==> config.mk <==
export PLATFORM = sky130hd
export DESIGN_NAME = alarm_summary_and_mode_control
export DESIGN_NICKNAME = d
export VERILOG_FILES = /design/src/hw/alarm_group_reduce.v /design/src/hw/alarm_summary_and_mode_control.v
export VERILOG_INCLUDE_DIRS = /design/src /design/src/hw
export SDC_FILE = /design/constraint.sdc
export NUM_CORES = 1
export LEC_CHECK = 0
export BUFFER_PORTS_ARGS = -buffer_cell sky130_fd_sc_hd__buf_4
export CAP_MARGIN = 20
export CORE_ASPECT_RATIO = 2
export CORE_UTILIZATION = 46
export CTS_CLUSTER_DIAMETER = 60
export CTS_CLUSTER_SIZE = 16
export DETAILED_ROUTE_END_ITERATION = 8
export GPL_TIMING_DRIVEN = 0
export PLACE_DENSITY = 0.74
export SLEW_MARGIN = 5
export SYNTH_ARGS = -nofsm -noshare
export SYNTH_HDL_FRONTEND = slang
export SYNTH_SLANG_ARGS = --single-unit
==> constraint.sdc <==
create_clock -name i_mclk -period 5.5 [get_ports i_mclk]
set_input_delay 0.55 -clock i_mclk [delete_from_list [all_inputs] [get_ports i_mclk]]
set_output_delay 0.55 -clock i_mclk [all_outputs]
set_load 0.05 [all_outputs]
==> src/hw/alarm_summary_defs.vh <==
// Register offsets, field positions, reset values and mask layout for alarm summary.
`ifndef ALARM_SUMMARY_DEFS_VH
`define ALARM_SUMMARY_DEFS_VH
// Register indices as printed; byte address is four times the index.
`define IDX_INTERRUPT_FLAGS 12'h006
`define IDX_GROUP_EVENT_SUMMARY 12'h007
`define IDX_INTERRUPT_PIN_CONTROL 12'h008
`define IDX_OPERATING_MODE 12'h009
`define IDX_GROUP_MASK 12'h00A
`define IDX_STATE_CONTROL 12'h002
`define IDX_TOH_MASK 12'h020
`define IDX_PTR_MASK 12'h021
`define IDX_POH_MASK 12'h022
`define IDX_MAP_MASK 12'h023
`define IDX_APS_MASK 12'h024
// Field positions.
`define BIT_SUMMARY_FLAG 0
`define BIT_PROTECTION_FLAG 1
`define BIT_GRP_TOH 7
`define BIT_GRP_PTR 5
`define BIT_GRP_POH 4
`define BIT_GRP_MAP 2
`define BIT_SUMMARY_PIN_EN 0
`define BIT_PROTECTION_PIN_EN 1
`define BIT_MERGE 2
`define BIT_ENCAP 0
`define BIT_ROLE 1
`define BIT_FRAMING 2
`define BIT_ISOLATE 3
`define BIT_STATE_RESET 2
// Reset values.
`define RST_PIN_CONTROL 8'h07
`define RST_OPERATING_MODE 8'h08
`define RST_GROUP_MASK 8'hB4
`define RST_STATE_CONTROL 8'h00
`define RST_ALARM_MASK 16'hFFFF
`endif

==> src/hw/alarm_group_reduce.v <==
// Reduction of one alarm group's deltas against its per-alarm masks.
`timescale 1ns/1ns
`default_nettype none
module alarm_group_reduce #(
  parameter WIDTH = 9
) (
  input wire [WIDTH-1:0] i_delta,
  input wire [WIDTH-1:0] i_mask,
  output wire o_flag
);
  // A masked alarm contributes nothing; any live unmasked one raises the flag.
  assign o_flag = |(i_delta & ~i_mask);
endmodule // alarm_group_reduce
`default_nettype wire

==> src/hw/alarm_summary_and_mode_control.v <==
// Alarm summary, interrupt pins, operating mode and MII isolation behind APB.
`timescale 1ns/1ns
`default_nettype none
`include "alarm_summary_defs.vh"
// What this block does
// - Protection flag from unmasked K1/K2/unstable deltas
// - Protection pin enable gates protection pin
// - Summary flag from unmasked alarm, unmasked group
// - Summary pin enable gates summary pin
// - Transport group flag from six section deltas
// - Path group flag from six path deltas
// - Mapping group flag from nine error deltas
// - Merge set: protection alarms reach summary flag
// - Merge clear: protection alarms kept from summary
// - Isolate drops MII output enable, zeroes transmit outputs
// - Register isolate equals management isolate bit
// - Framing bit: 0 SONET, 1 SDH
// - Role bit: 0 MAC, 1 PHY
// - Encapsulation bit: 0 LAPS, 1 GFP
// - State reset returns state machines to default
// - Group mask bits exclude groups from summary
module alarm_summary_and_mode_control (
  input wire i_mclk,
  input wire i_nrst,
  input wire i_psel,
  input wire i_penable,
  input wire i_pwrite,
  input wire [11:0] i_paddr,
  input wire [31:0] i_pwdata,
  output reg [31:0] o_prdata,
  output reg o_pready,
  output reg o_pslverr,
  input wire [5:0] i_toh_delta,
  input wire [1:0] i_ptr_delta,
  input wire [5:0] i_poh_delta,
  input wire [8:0] i_map_delta,
  input wire [2:0] i_aps_delta,
  input wire i_mgmt_isolate,
  input wire [3:0] i_mii_txd,
  input wire i_mii_tx_en,
  input wire i_mii_tx_er,
  output reg o_summary_irq_pin_n,
  output reg o_protection_irq_pin_n,
  output reg o_mii_out_en,
  output reg [3:0] o_mii_txd,
  output reg o_mii_tx_en,
  output reg o_mii_tx_er,
  output reg o_sdh_mode,
  output reg o_phy_mode,
  output reg o_gfp_mode,
  output reg o_state_reset
);
  // Bus states.
  localparam ST_IDLE = 1'b0;
  localparam ST_DONE = 1'b1;

  reg state;
  reg [7:0] interrupt_pin_control;
  reg [7:0] operating_mode;
  reg [7:0] group_mask;
  reg [7:0] state_control;
  reg [15:0] toh_mask;
  reg [15:0] ptr_mask;
  reg [15:0] poh_mask;
  reg [15:0] map_mask;
  reg [15:0] aps_mask;
  reg alarm_summary_flag;
  reg protection_irq_flag;
  reg [7:0] group_event_summary;
  wire transport_overhead_group_flag;
  wire pointer_group_flag;
  wire path_overhead_group_flag;
  wire mapping_group_flag;
  wire protection_raw;
  wire transport_overhead_group_mask;
  wire merge_protection_into_summary;
  wire protection_pin_enable;
  wire summary_pin_enable;
  wire isolate;
  wire [9:0] index;
  wire write_now;
  wire setup;
  wire misaligned;
  reg [31:0] next_rdata;
  reg next_slverr;
  reg next_summary;

  // Decode a byte address into a register index; the low two bits are
  // dropped here and checked separately, so a misaligned access is refused.
  function [9:0] word_index;
    input [11:0] addr;
    begin
      word_index = addr[11:2];
    end
  endfunction

  // True when the index matches one printed register index.
  function hit;
    input [9:0] idx;
    input [11:0] reg_idx;
    begin
      hit = (idx == reg_idx[9:0]);
    end
  endfunction

  assign index = word_index(i_paddr);
  assign setup = i_psel & ~i_penable & (state == ST_IDLE);
  // Only aligned words are registers; anything else is refused.
  assign misaligned = (i_paddr[1:0] != 2'h0);
  // A write lands at the edge that completes the access phase, the same
  // edge at which the master samples pready; a bare setup writes nothing.
  assign write_now = (state == ST_DONE) & i_psel & i_penable & i_pwrite;

  // Per-group reductions share one structure; the masks are coined registers.
  alarm_group_reduce #(.WIDTH(6)) u_toh (
    .i_delta(i_toh_delta),
    .i_mask(toh_mask[5:0]),
    .o_flag(transport_overhead_group_flag)
  );
  alarm_group_reduce #(.WIDTH(2)) u_ptr (
    .i_delta(i_ptr_delta),
    .i_mask(ptr_mask[1:0]),
    .o_flag(pointer_group_flag)
  );
  alarm_group_reduce #(.WIDTH(6)) u_poh (
    .i_delta(i_poh_delta),
    .i_mask(poh_mask[5:0]),
    .o_flag(path_overhead_group_flag)
  );
  alarm_group_reduce #(.WIDTH(9)) u_map (
    .i_delta(i_map_delta),
    .i_mask(map_mask[8:0]),
    .o_flag(mapping_group_flag)
  );
  alarm_group_reduce #(.WIDTH(3)) u_aps (
    .i_delta(i_aps_delta),
    .i_mask(aps_mask[2:0]),
    .o_flag(protection_raw)
  );

  assign transport_overhead_group_mask = group_mask[`BIT_GRP_TOH];
  assign merge_protection_into_summary = interrupt_pin_control[`BIT_MERGE];
  assign protection_pin_enable = interrupt_pin_control[`BIT_PROTECTION_PIN_EN];
  assign summary_pin_enable = interrupt_pin_control[`BIT_SUMMARY_PIN_EN];
  // Either isolate source has the same effect.
  assign isolate = operating_mode[`BIT_ISOLATE] | i_mgmt_isolate;

  // Summary combines unmasked groups and, if merged, the protection alarm.
  always @*
  begin
    next_summary = (transport_overhead_group_flag &
      ~transport_overhead_group_mask) |
      (pointer_group_flag & ~group_mask[`BIT_GRP_PTR]) |
      (path_overhead_group_flag & ~group_mask[`BIT_GRP_POH]) |
      (mapping_group_flag & ~group_mask[`BIT_GRP_MAP]);
    if (merge_protection_into_summary)
    begin
      next_summary = next_summary | protection_raw;
    end
    // With merge clear the protection alarm stays out of the summary.
  end

  // Read data mux; unmapped indices answer zero with an error.
  always @*
  begin
    next_rdata = 32'h00000000;
    next_slverr = 1'b0;
    if (hit(index, `IDX_INTERRUPT_FLAGS))
    begin
      next_rdata[`BIT_SUMMARY_FLAG] = alarm_summary_flag;
      next_rdata[`BIT_PROTECTION_FLAG] = protection_irq_flag;
    end
    else if (hit(index, `IDX_GROUP_EVENT_SUMMARY))
      next_rdata[7:0] = group_event_summary;
    else if (hit(index, `IDX_INTERRUPT_PIN_CONTROL))
      next_rdata[7:0] = interrupt_pin_control;
    else if (hit(index, `IDX_OPERATING_MODE))
      next_rdata[7:0] = operating_mode;
    else if (hit(index, `IDX_GROUP_MASK))
      next_rdata[7:0] = group_mask;
    else if (hit(index, `IDX_STATE_CONTROL))
      next_rdata[7:0] = state_control;
    else if (hit(index, `IDX_TOH_MASK))
      next_rdata[15:0] = toh_mask;
    else if (hit(index, `IDX_PTR_MASK))
      next_rdata[15:0] = ptr_mask;
    else if (hit(index, `IDX_POH_MASK))
      next_rdata[15:0] = poh_mask;
    else if (hit(index, `IDX_MAP_MASK))
      next_rdata[15:0] = map_mask;
    else if (hit(index, `IDX_APS_MASK))
      next_rdata[15:0] = aps_mask;
    else
      next_slverr = 1'b1;
  end

  // APB slave: every access completes one cycle into the access phase.
  always @(posedge i_mclk or negedge i_nrst)
  begin
    if (!i_nrst)
    begin
      state <= ST_IDLE;
      o_pready <= 1'b0;
      o_pslverr <= 1'b0;
      o_prdata <= 32'h00000000;
    end
    else
    begin
      case (state)
        ST_IDLE:
        begin
          o_pready <= 1'b0;
          o_pslverr <= 1'b0;
          if (setup)
          begin
            state <= ST_DONE;
            o_pready <= 1'b1;
            o_pslverr <= next_slverr | misaligned;
            // A refused read returns zero rather than a neighbour's value.
            o_prdata <= (i_pwrite | misaligned) ? 32'h00000000 : next_rdata;
          end
        end
        ST_DONE:
        begin
          state <= ST_IDLE;
          o_pready <= 1'b0;
          o_pslverr <= 1'b0;
        end
        default:
        begin
          state <= ST_IDLE;
          o_pready <= 1'b0;
        end
      endcase
    end
  end

  // Writable registers. A write is applied at the access edge on which
  // pready is high, never in the setup cycle. The mode register should
  // only be changed while state reset is held; hardware does not enforce it,
  // so a mode change with state machines running takes effect at once.
  always @(posedge i_mclk or negedge i_nrst)
  begin
    if (!i_nrst)
    begin
      interrupt_pin_control <= `RST_PIN_CONTROL;
      operating_mode <= `RST_OPERATING_MODE;
      group_mask <= `RST_GROUP_MASK;
      state_control <= `RST_STATE_CONTROL;
      toh_mask <= `RST_ALARM_MASK;
      ptr_mask <= `RST_ALARM_MASK;
      poh_mask <= `RST_ALARM_MASK;
      map_mask <= `RST_ALARM_MASK;
      aps_mask <= `RST_ALARM_MASK;
    end
    else if (write_now && !misaligned)
    begin
      if (hit(index, `IDX_INTERRUPT_PIN_CONTROL))
        interrupt_pin_control <= {5'h00, i_pwdata[2:0]};
      if (hit(index, `IDX_OPERATING_MODE))
        operating_mode <= {4'h0, i_pwdata[3:0]};
      if (hit(index, `IDX_GROUP_MASK))
        group_mask <= i_pwdata[7:0] & `RST_GROUP_MASK;
      if (hit(index, `IDX_STATE_CONTROL))
        state_control <= {5'h00, i_pwdata[2], 2'h0};
      if (hit(index, `IDX_TOH_MASK))
        toh_mask <= {10'h000, i_pwdata[5:0]};
      if (hit(index, `IDX_PTR_MASK))
        ptr_mask <= {14'h0000, i_pwdata[1:0]};
      if (hit(index, `IDX_POH_MASK))
        poh_mask <= {10'h000, i_pwdata[5:0]};
      if (hit(index, `IDX_MAP_MASK))
        map_mask <= {7'h00, i_pwdata[8:0]};
      if (hit(index, `IDX_APS_MASK))
        aps_mask <= {13'h0000, i_pwdata[2:0]};
    end
  end

  // Flags are live reductions of the deltas, registered once. The delta
  // generators own the stickiness, so clearing happens at the source.
  // State reset holds the flags and pins at their idle value.
  always @(posedge i_mclk or negedge i_nrst)
  begin
    if (!i_nrst)
    begin
      alarm_summary_flag <= 1'b0;
      protection_irq_flag <= 1'b0;
      group_event_summary <= 8'h00;
      o_summary_irq_pin_n <= 1'b1;
      o_protection_irq_pin_n <= 1'b1;
    end
    else if (state_control[`BIT_STATE_RESET])
    begin
      alarm_summary_flag <= 1'b0;
      protection_irq_flag <= 1'b0;
      group_event_summary <= 8'h00;
      o_summary_irq_pin_n <= 1'b1;
      o_protection_irq_pin_n <= 1'b1;
    end
    else
    begin
      alarm_summary_flag <= next_summary;
      protection_irq_flag <= protection_raw;
      group_event_summary <= {transport_overhead_group_flag, 1'b0,
        pointer_group_flag, path_overhead_group_flag, 1'b0,
        mapping_group_flag, 2'h0};
      // A one in the enable bit lets the pin follow the flag.
      o_summary_irq_pin_n <= ~(next_summary & summary_pin_enable);
      o_protection_irq_pin_n <=
        ~(protection_raw & protection_pin_enable);
    end
  end

  // Mode outputs and MII isolation. Isolated transmit inputs read as idle so
  // downstream logic sees no frame at all.
  always @(posedge i_mclk or negedge i_nrst)
  begin
    if (!i_nrst)
    begin
      o_mii_out_en <= 1'b0;
      o_mii_txd <= 4'h0;
      o_mii_tx_en <= 1'b0;
      o_mii_tx_er <= 1'b0;
      o_sdh_mode <= 1'b0;
      o_phy_mode <= 1'b0;
      o_gfp_mode <= 1'b0;
      o_state_reset <= 1'b0;
    end
    else
    begin
      o_mii_out_en <= ~isolate;
      o_mii_txd <= isolate ? 4'h0 : i_mii_txd;
      o_mii_tx_en <= ~isolate & i_mii_tx_en;
      o_mii_tx_er <= ~isolate & i_mii_tx_er;
      o_sdh_mode <= operating_mode[`BIT_FRAMING];
      o_phy_mode <= operating_mode[`BIT_ROLE];
      o_gfp_mode <= operating_mode[`BIT_ENCAP];
      o_state_reset <= state_control[`BIT_STATE_RESET];
    end
  end
endmodule // alarm_summary_and_mode_control
`default_nettype wire

==> impl_metrics.py, run 1 <==
metrics = {
    "run_status": {
        "status": "complete, no violations",
    },
    "sta": {
        "skew_ps": 11.5,
        "max_freq_ghz": 0.428,
        "slew_viol_final": 0,
        "finalCritPeriodShare_pct": 42.4,
        "hold_viol_final": 0,
        "period_needed_ps": 2330,
        "fin_tns_setup_ps": 0,
        "slew_headroom_pct": 39.8,
        "tightest_slew_ps": 903,
        "grt_setup_unrepaired": "false",
        "setup_violations": 0,
    },
    "global_route": {
        "grt_overflow": 0,
        "grt_pass1_wl_mm": 18.6,
        "grt_pass1_vias": 3389,
        "antenna_found_initial": 0,
        "track_usage_pct": 29.4,
        "grt_max_degree": 75,
    },
    "yosys": {
        "yosysWarnings": 0,
        "synth_ff_type": "dfstp_2",
        "synth-seq-cells": 74,
        "yosysUniqueCellTypes": 61,
        "synthArstFlopShare_pct": 100,
        "synth_seq_area_share_pct": 47.7,
        "synth_common_cells": "dfstp_2, dfrtp_1, mux2_2",
        "synth_top_area_share_pct": 27.0,
        "synth.cell_area_mm2": 0.00399,
        "syn_avg_cell_area_um2": 10.6,
        "synth_top_cell_by_area": "dfstp_2",
        "synth.most_common_cell": "dfstp_2",
        "synth_area_leaders": "dfstp_2, dfrtp_1, mux2_2",
        "synth_edf_count": 0,
        "syn_inst": 376,
    },
    "power": {
        "share_comb_of_total_power_pct": 11.7,
        "p_sw_uw": 324,
        "power_mw": 1.32,
        "vdd_drop_max_uv": 176,
        "internal_power_uw": 996,
        "power_leakage_nw": 2.35,
        "seq_power_share_pct": 41.8,
        "switching_share_pct": 24.5,
        "p_per_area_mw_per_mm2": 256,
        "pwr-share-clk_pct": 46.4,
    },
    "finish": {
        "drive_gt1_share_pct": 42.5,
        "layout.nets": 573,
        "finish.utilization_pct": 61.7,
        "synthToLayoutAreaGrowth_pct": 29.2,
        "diodes": 0,
    },
    "critical_path": {
        "start_kind": "input port",
        "worst_ep_required_time_ps": 5690,
        "end_kind": "flop",
        "crit_type": "in2reg",
        "worstPathArrival_ps": 2530,
        "crit_fanout": 10,
    },
    "die": {
        "rows": 47,
        "die-area_mm2": 0.00907,
        "core_mm2": 0.00835,
        "pin_count": 129,
        "dieHeight_um": 134,
        "die_w_um": 67.9,
        "initial_core_util_pct": 47.8,
    },
    "clock_tree": {
        "htreeDepth": 3,
        "cts.repair.resized": 0,
        "cts.sink_count": 74,
        "cts_hold_buf": 0,
        "cts_buffers": 9,
        "clk_pin_slew_worst_paths_ps": 60,
        "clockBufferDepth": 2,
        "cts_root_buffer": "clkbuf_16",
        "cts_tree": "built",
        "clock_latency_ps": 340,
        "cts_setup_buffers": 0,
    },
    "placement": {
        "gp_congestion": 0.923,
        "place_hpwl_mm": 9.79,
        "io_buffers": 89,
    },
    "detailed_routing": {
        "post_drt_via_cell_ratio": 5.63,
        "drtIter0Drc": 201,
        "antenna_left": 0,
        "wl_per_cell_um": 20.8,
        "firstDrtPassIters": 4,
        "dr_total_vias": 3342,
        "routed_wirelength_mm": 12.3,
        "post-route-drc-count": 0,
    },
    "worst_hold_path": {
        "hold_path.class": "in2async",
    },
    "run": {
        "cap_violations": 0,
    },
}
-- metal layers --
layer | vias to the layer above | routed length [um] | track usage [%]
met5 | - | 0 | 0
met4 | 0 | 718 | 18.9
met3 | 33 | 505 | 4.11
met2 | 123 | 6780 | 50.8
met1 | 1631 | 4340 | 31.8
li1 | 1555 | - | -
-- cells by family (layout without fill, tap and decap cells) --
kind of cell	count (synthesis)	in the layout	synth area share, %
AND/OR/NAND/NOR	130	130	19.1
multiplexers	41	41	11.5
other	1	16	0.0940
flip-flops	74	74	47.7
AO/OA/AOI/OAI	76	76	14.3
buffers and inverters	54	159	7.37
-- cell type report --
type                       count  area, um^2
tap                           98         123
inverter                      17        63.8
clock buffer                  13         270
buffer                        37         230
multi-input combinational    263        1850
sequential                    74        1900
clock inverter                 3        46.3
fill                         716        3200
timing repair buffer          89         668
-- power groups by stage --
stage	Clock [mW]	Sequential [mW]	Combinational [mW]
6_report	0.613	0.552	0.155
5_1_grt	0.639	0.552	0.167
4_1_cts	0.625	0.552	0.155
3_5_place_dp	0	0.561	0.155
3_3_place_gp	0	0.561	0.154
2_1_floorplan	0	0.573	0.0697
-- per-stage QoR --
stage,setup WS [ps],area (um^2),hold slack (ps),instances
3_3_place_gp,2800,4840,360,578
6_report,3170,5150,337,594
3_5_place_dp,2800,4840,365,578
2_1_floorplan,3390,4050,254,391
4_1_cts,3140,5150,378,594
5_1_grt,3080,5150,388,594
-- state kept, by name, indices dropped and copies added (netlist names), 7 cells and up --
signal	count
o_prdata	10
poh_mask	7
toh_mask	7
map_mask	10
-- worst max-delay path: stages --
cell and delay (ps):
buf_4 110, clkbuf_1 210, nor2_1 420, nand2_1 230, o311a_1 380, a222oi_1 510
o31ai_1 110
-- worst paths after layout --
kind	start	to	slack, ps	depth (start not counted)
min in group i_mclk	state_control[2]$_DFFE_PN0P_	o_state_reset$_DFF_PN0_	380	0
hold reg to reg	state_control[2]$_DFFE_PN0P_	o_state_reset$_DFF_PN0_	380	0
max in group asynchronous	i_nrst	o_sdh_mode$_DFF_PN0_	4570	1
hold / removal	i_nrst	o_prdata[6]$_DFFE_PN0P_	340	1
setup reg to reg	state$_DFF_PN0_	o_prdata[5]$_DFFE_PN0P_	3320	5
setup / recovery	i_paddr[11]	o_prdata[3]$_DFFE_PN0P_	3170	7
-- placed cells by master, fill, tap and decap left out, types with 3 or more instances in the layout --
master       n
buf_4      111
dfstp_2     41
dfrtp_1     33
mux2_2      25
nor2_1      20
nand2b_1    20
nand2_1     20
inv_1       17
conb_1      16
mux2_1      13
nor3_1      12
and2_1      10
nor2b_1     10
a22oi_1      9
clkbuf_16    9
clkbuf_1     8
o21ai_0      8
a21oi_1      8
buf_2        7
nand3_1      7
or3_1        6
a221o_1      5
o22ai_1      4
o2111ai_1    4
a21o_1       4
and3_1       3
nor4_1       3
a31oi_1      3
o31ai_1      3
nand4_1      3
nor4_2       3
o21ai_1      3
a211o_1      3
mux2i_1      3
a222oi_1     3
clkbuf_8     3
No activity file was read; power rests on OpenSTA's default activity.
==> run 2: changes to the inputs <==
Settings changed: PLACE_DENSITY 0.74 to 0.77.
Clock period 5.5 ns to 1.9 ns, I/O delays scaled along.
==> impl_metrics.py, run 2 (synthesized netlist as in run 1, its figures left out) <==
metrics = {
    "run_status": {
        "status": "finished with violations",
        "violations": "hold timing",
    },
    "finish": {
        "synthToLayoutAreaGrowth_pct": 32.8,
        "fillerInstances": 701,
        "drive_gt1_share_pct": 45.9,
        "finish.utilization_pct": 63.4,
        "seq_area_mm2": 0.00190,
        "layout_commonest_cell": "buf_4",
        "multi_input_area_mm2": 0.00193,
        "largest_registers": "map_mask: 10 flops, o_prdata: 10 flops",
        "stdcell_area_mm2": 0.00530,
        "layout.nets": 578,
        "diodes": 0,
        "final_cell_mix": "buf_4, dfstp_2, dfrtp_1",
    },
    "critical_path": {
        "crit_fanout": 7,
        "endpoint": "ptr_mask[1]$_DFFE_PN1P_",
        "r2r_start": "state$_DFF_PN0_",
        "reg2reg_slack_ps": 10,
        "worstPathArrival_ps": 2150,
        "crit_type": "reg2reg",
        "rr_worst_depth": 5,
        "reg2reg_to": "ptr_mask[1]$_DFFE_PN1P_",
        "timing.critical_path.from": "state$_DFF_PN0_",
        "end_kind": "flop",
        "start_kind": "flop",
        "worst_ep_required_time_ps": 2160,
    },
    "placement": {
        "io_buffers": 89,
        "place_ws_ps": -460,
        "place_hpwl_mm": 9.92,
        "dpl_cell_area_mm2": 0.00486,
        "gp_congestion": 0.944,
    },
    "global_route": {
        "grt_pass1_vias": 3605,
        "grt_overflow": 0,
        "grt_pass1_wl_mm": 19.3,
        "grt_max_degree": 75,
        "antenna_found_initial": 0,
        "track_usage_pct": 30.4,
    },
    "sta": {
        "finalCritPeriodShare_pct": 99.5,
        "setup_violations": 0,
        "timing.final.ws_setup_ps": 10.2,
        "holdWs_ps": -22.5,
        "slew_headroom_pct": 39.7,
        "max_freq_ghz": 0.529,
        "hold_viol_final": 18,
        "grt_setup_unrepaired": "true",
        "period_needed_ps": 1890,
        "tightest_slew_ps": 905,
        "skew_ps": 5.62,
        "slew_viol_final": 0,
    },
    "power": {
        "p_per_area_mw_per_mm2": 713,
        "power_leakage_nw": 2.44,
        "vdd_drop_max_uv": 535,
        "power_mw": 3.78,
    },
    "clock_tree": {
        "htreeDepth": 3,
        "cts.sink_count": 74,
        "cts_buffers": 9,
        "clockBufferDepth": 2,
        "clk_pin_slew_worst_paths_ps": 60,
        "cts_tree": "built",
        "cts_root_buffer": "clkbuf_16",
        "clock_latency_ps": 330,
    },
    "die": {
        "pin_count": 129,
        "initial_core_util_pct": 47.8,
        "die-area_mm2": 0.00907,
        "die_w_um": 67.9,
        "core_mm2": 0.00835,
        "dieHeight_um": 134,
        "rows": 47,
    },
    "detailed_routing": {
        "antenna_left": 0,
        "highest_layer": "met4",
        "wl_per_cell_um": 21.1,
        "post-route-drc-count": 0,
        "drtIter0Drc": 139,
        "wl_met3_um": 532,
        "dr_total_vias": 3367,
        "wl_met2_mm": 7.15,
        "wirelength_met1_mm": 4.44,
        "firstDrtPassIters": 4,
        "routed_wirelength_mm": 12.6,
        "post_drt_via_cell_ratio": 5.62,
    },
    "run": {
        "cap_violations": 0,
    },
    "worst_hold_path": {
        "hold_path.class": "in2async",
    },
}
==> run 2: what timing repair did <==
item | CTS | global route
buffers inserted | 0 | 5
endpoints found under the setup margin | 19 | 28
pin swaps | 2 | 5
resized for setup | 7 | 11
hold buffers | 0 | 0
==> run 2: routing by layer <==
metal / GRT usage (%) / vias up
met2: 54.5 / 112
met3: 4.37 / 24
met1: 32.2 / 1659
li1: - / 1572
met5: 0 / -
met4: 16.9 / 0
==> run 2: worst max-delay path, stage by stage (launching register included) <==
cell	delay (ps)
dfrtp_2	370
nand4_1	120
or3_1	330
buf_4	200
or3_1	450
mux2_1	340
==> run 2: metrics by stage <==
step / TNS (ps) / cells / hold slack [ps]
6_report: 0 / 599 / -22.5
5_1_grt: -426 / 599 / 56.3
4_1_cts: -44.0 / 594 / 10.4
3_5_place_dp: -7380 / 578 / 369
3_3_place_gp: -7940 / 578 / 357
2_1_floorplan: -127 / 391 / -106
==> run 2: cell type report <==
type	count	area share [%]
Multi-Input combinational cell	263	36.5
Sequential cell	74	35.9
Timing Repair Buffer	94	13.8
Inverter	17	1.20
Tap cell	98	2.31
Clock buffer	10	4.51
Clock inverter	6	1.20
Buffer	37	4.56
==> run 2: how the worst min path moves through the flow <==
| stage | cells after the start | end | slack (ps) |
|---|---|---|---|
| detailed placement | 1 | o_gfp_mode$_DFF_PN0_ | 370 |
| floorplan | 0 | alarm_summary_flag$_DFF_PN0_ | -110 |
| global route | 2 | o_mii_txd[0]$_DFF_PN0_ | 60 |
| finish | 1 | operating_mode[2]$_DFFE_PN0P_ | -20 |
| global placement | 1 | o_sdh_mode$_DFF_PN0_ | 360 |
| CTS | 1 | o_gfp_mode$_DFF_PN0_ | 10 |
==> run 2: report_power, final <==
group          total, mW  switching, mW  internal, mW
logic              0.466          0.297         0.169
clock network       1.71          0.663          1.05
registers           1.60        0.00484          1.59
total               3.78          0.965          2.81
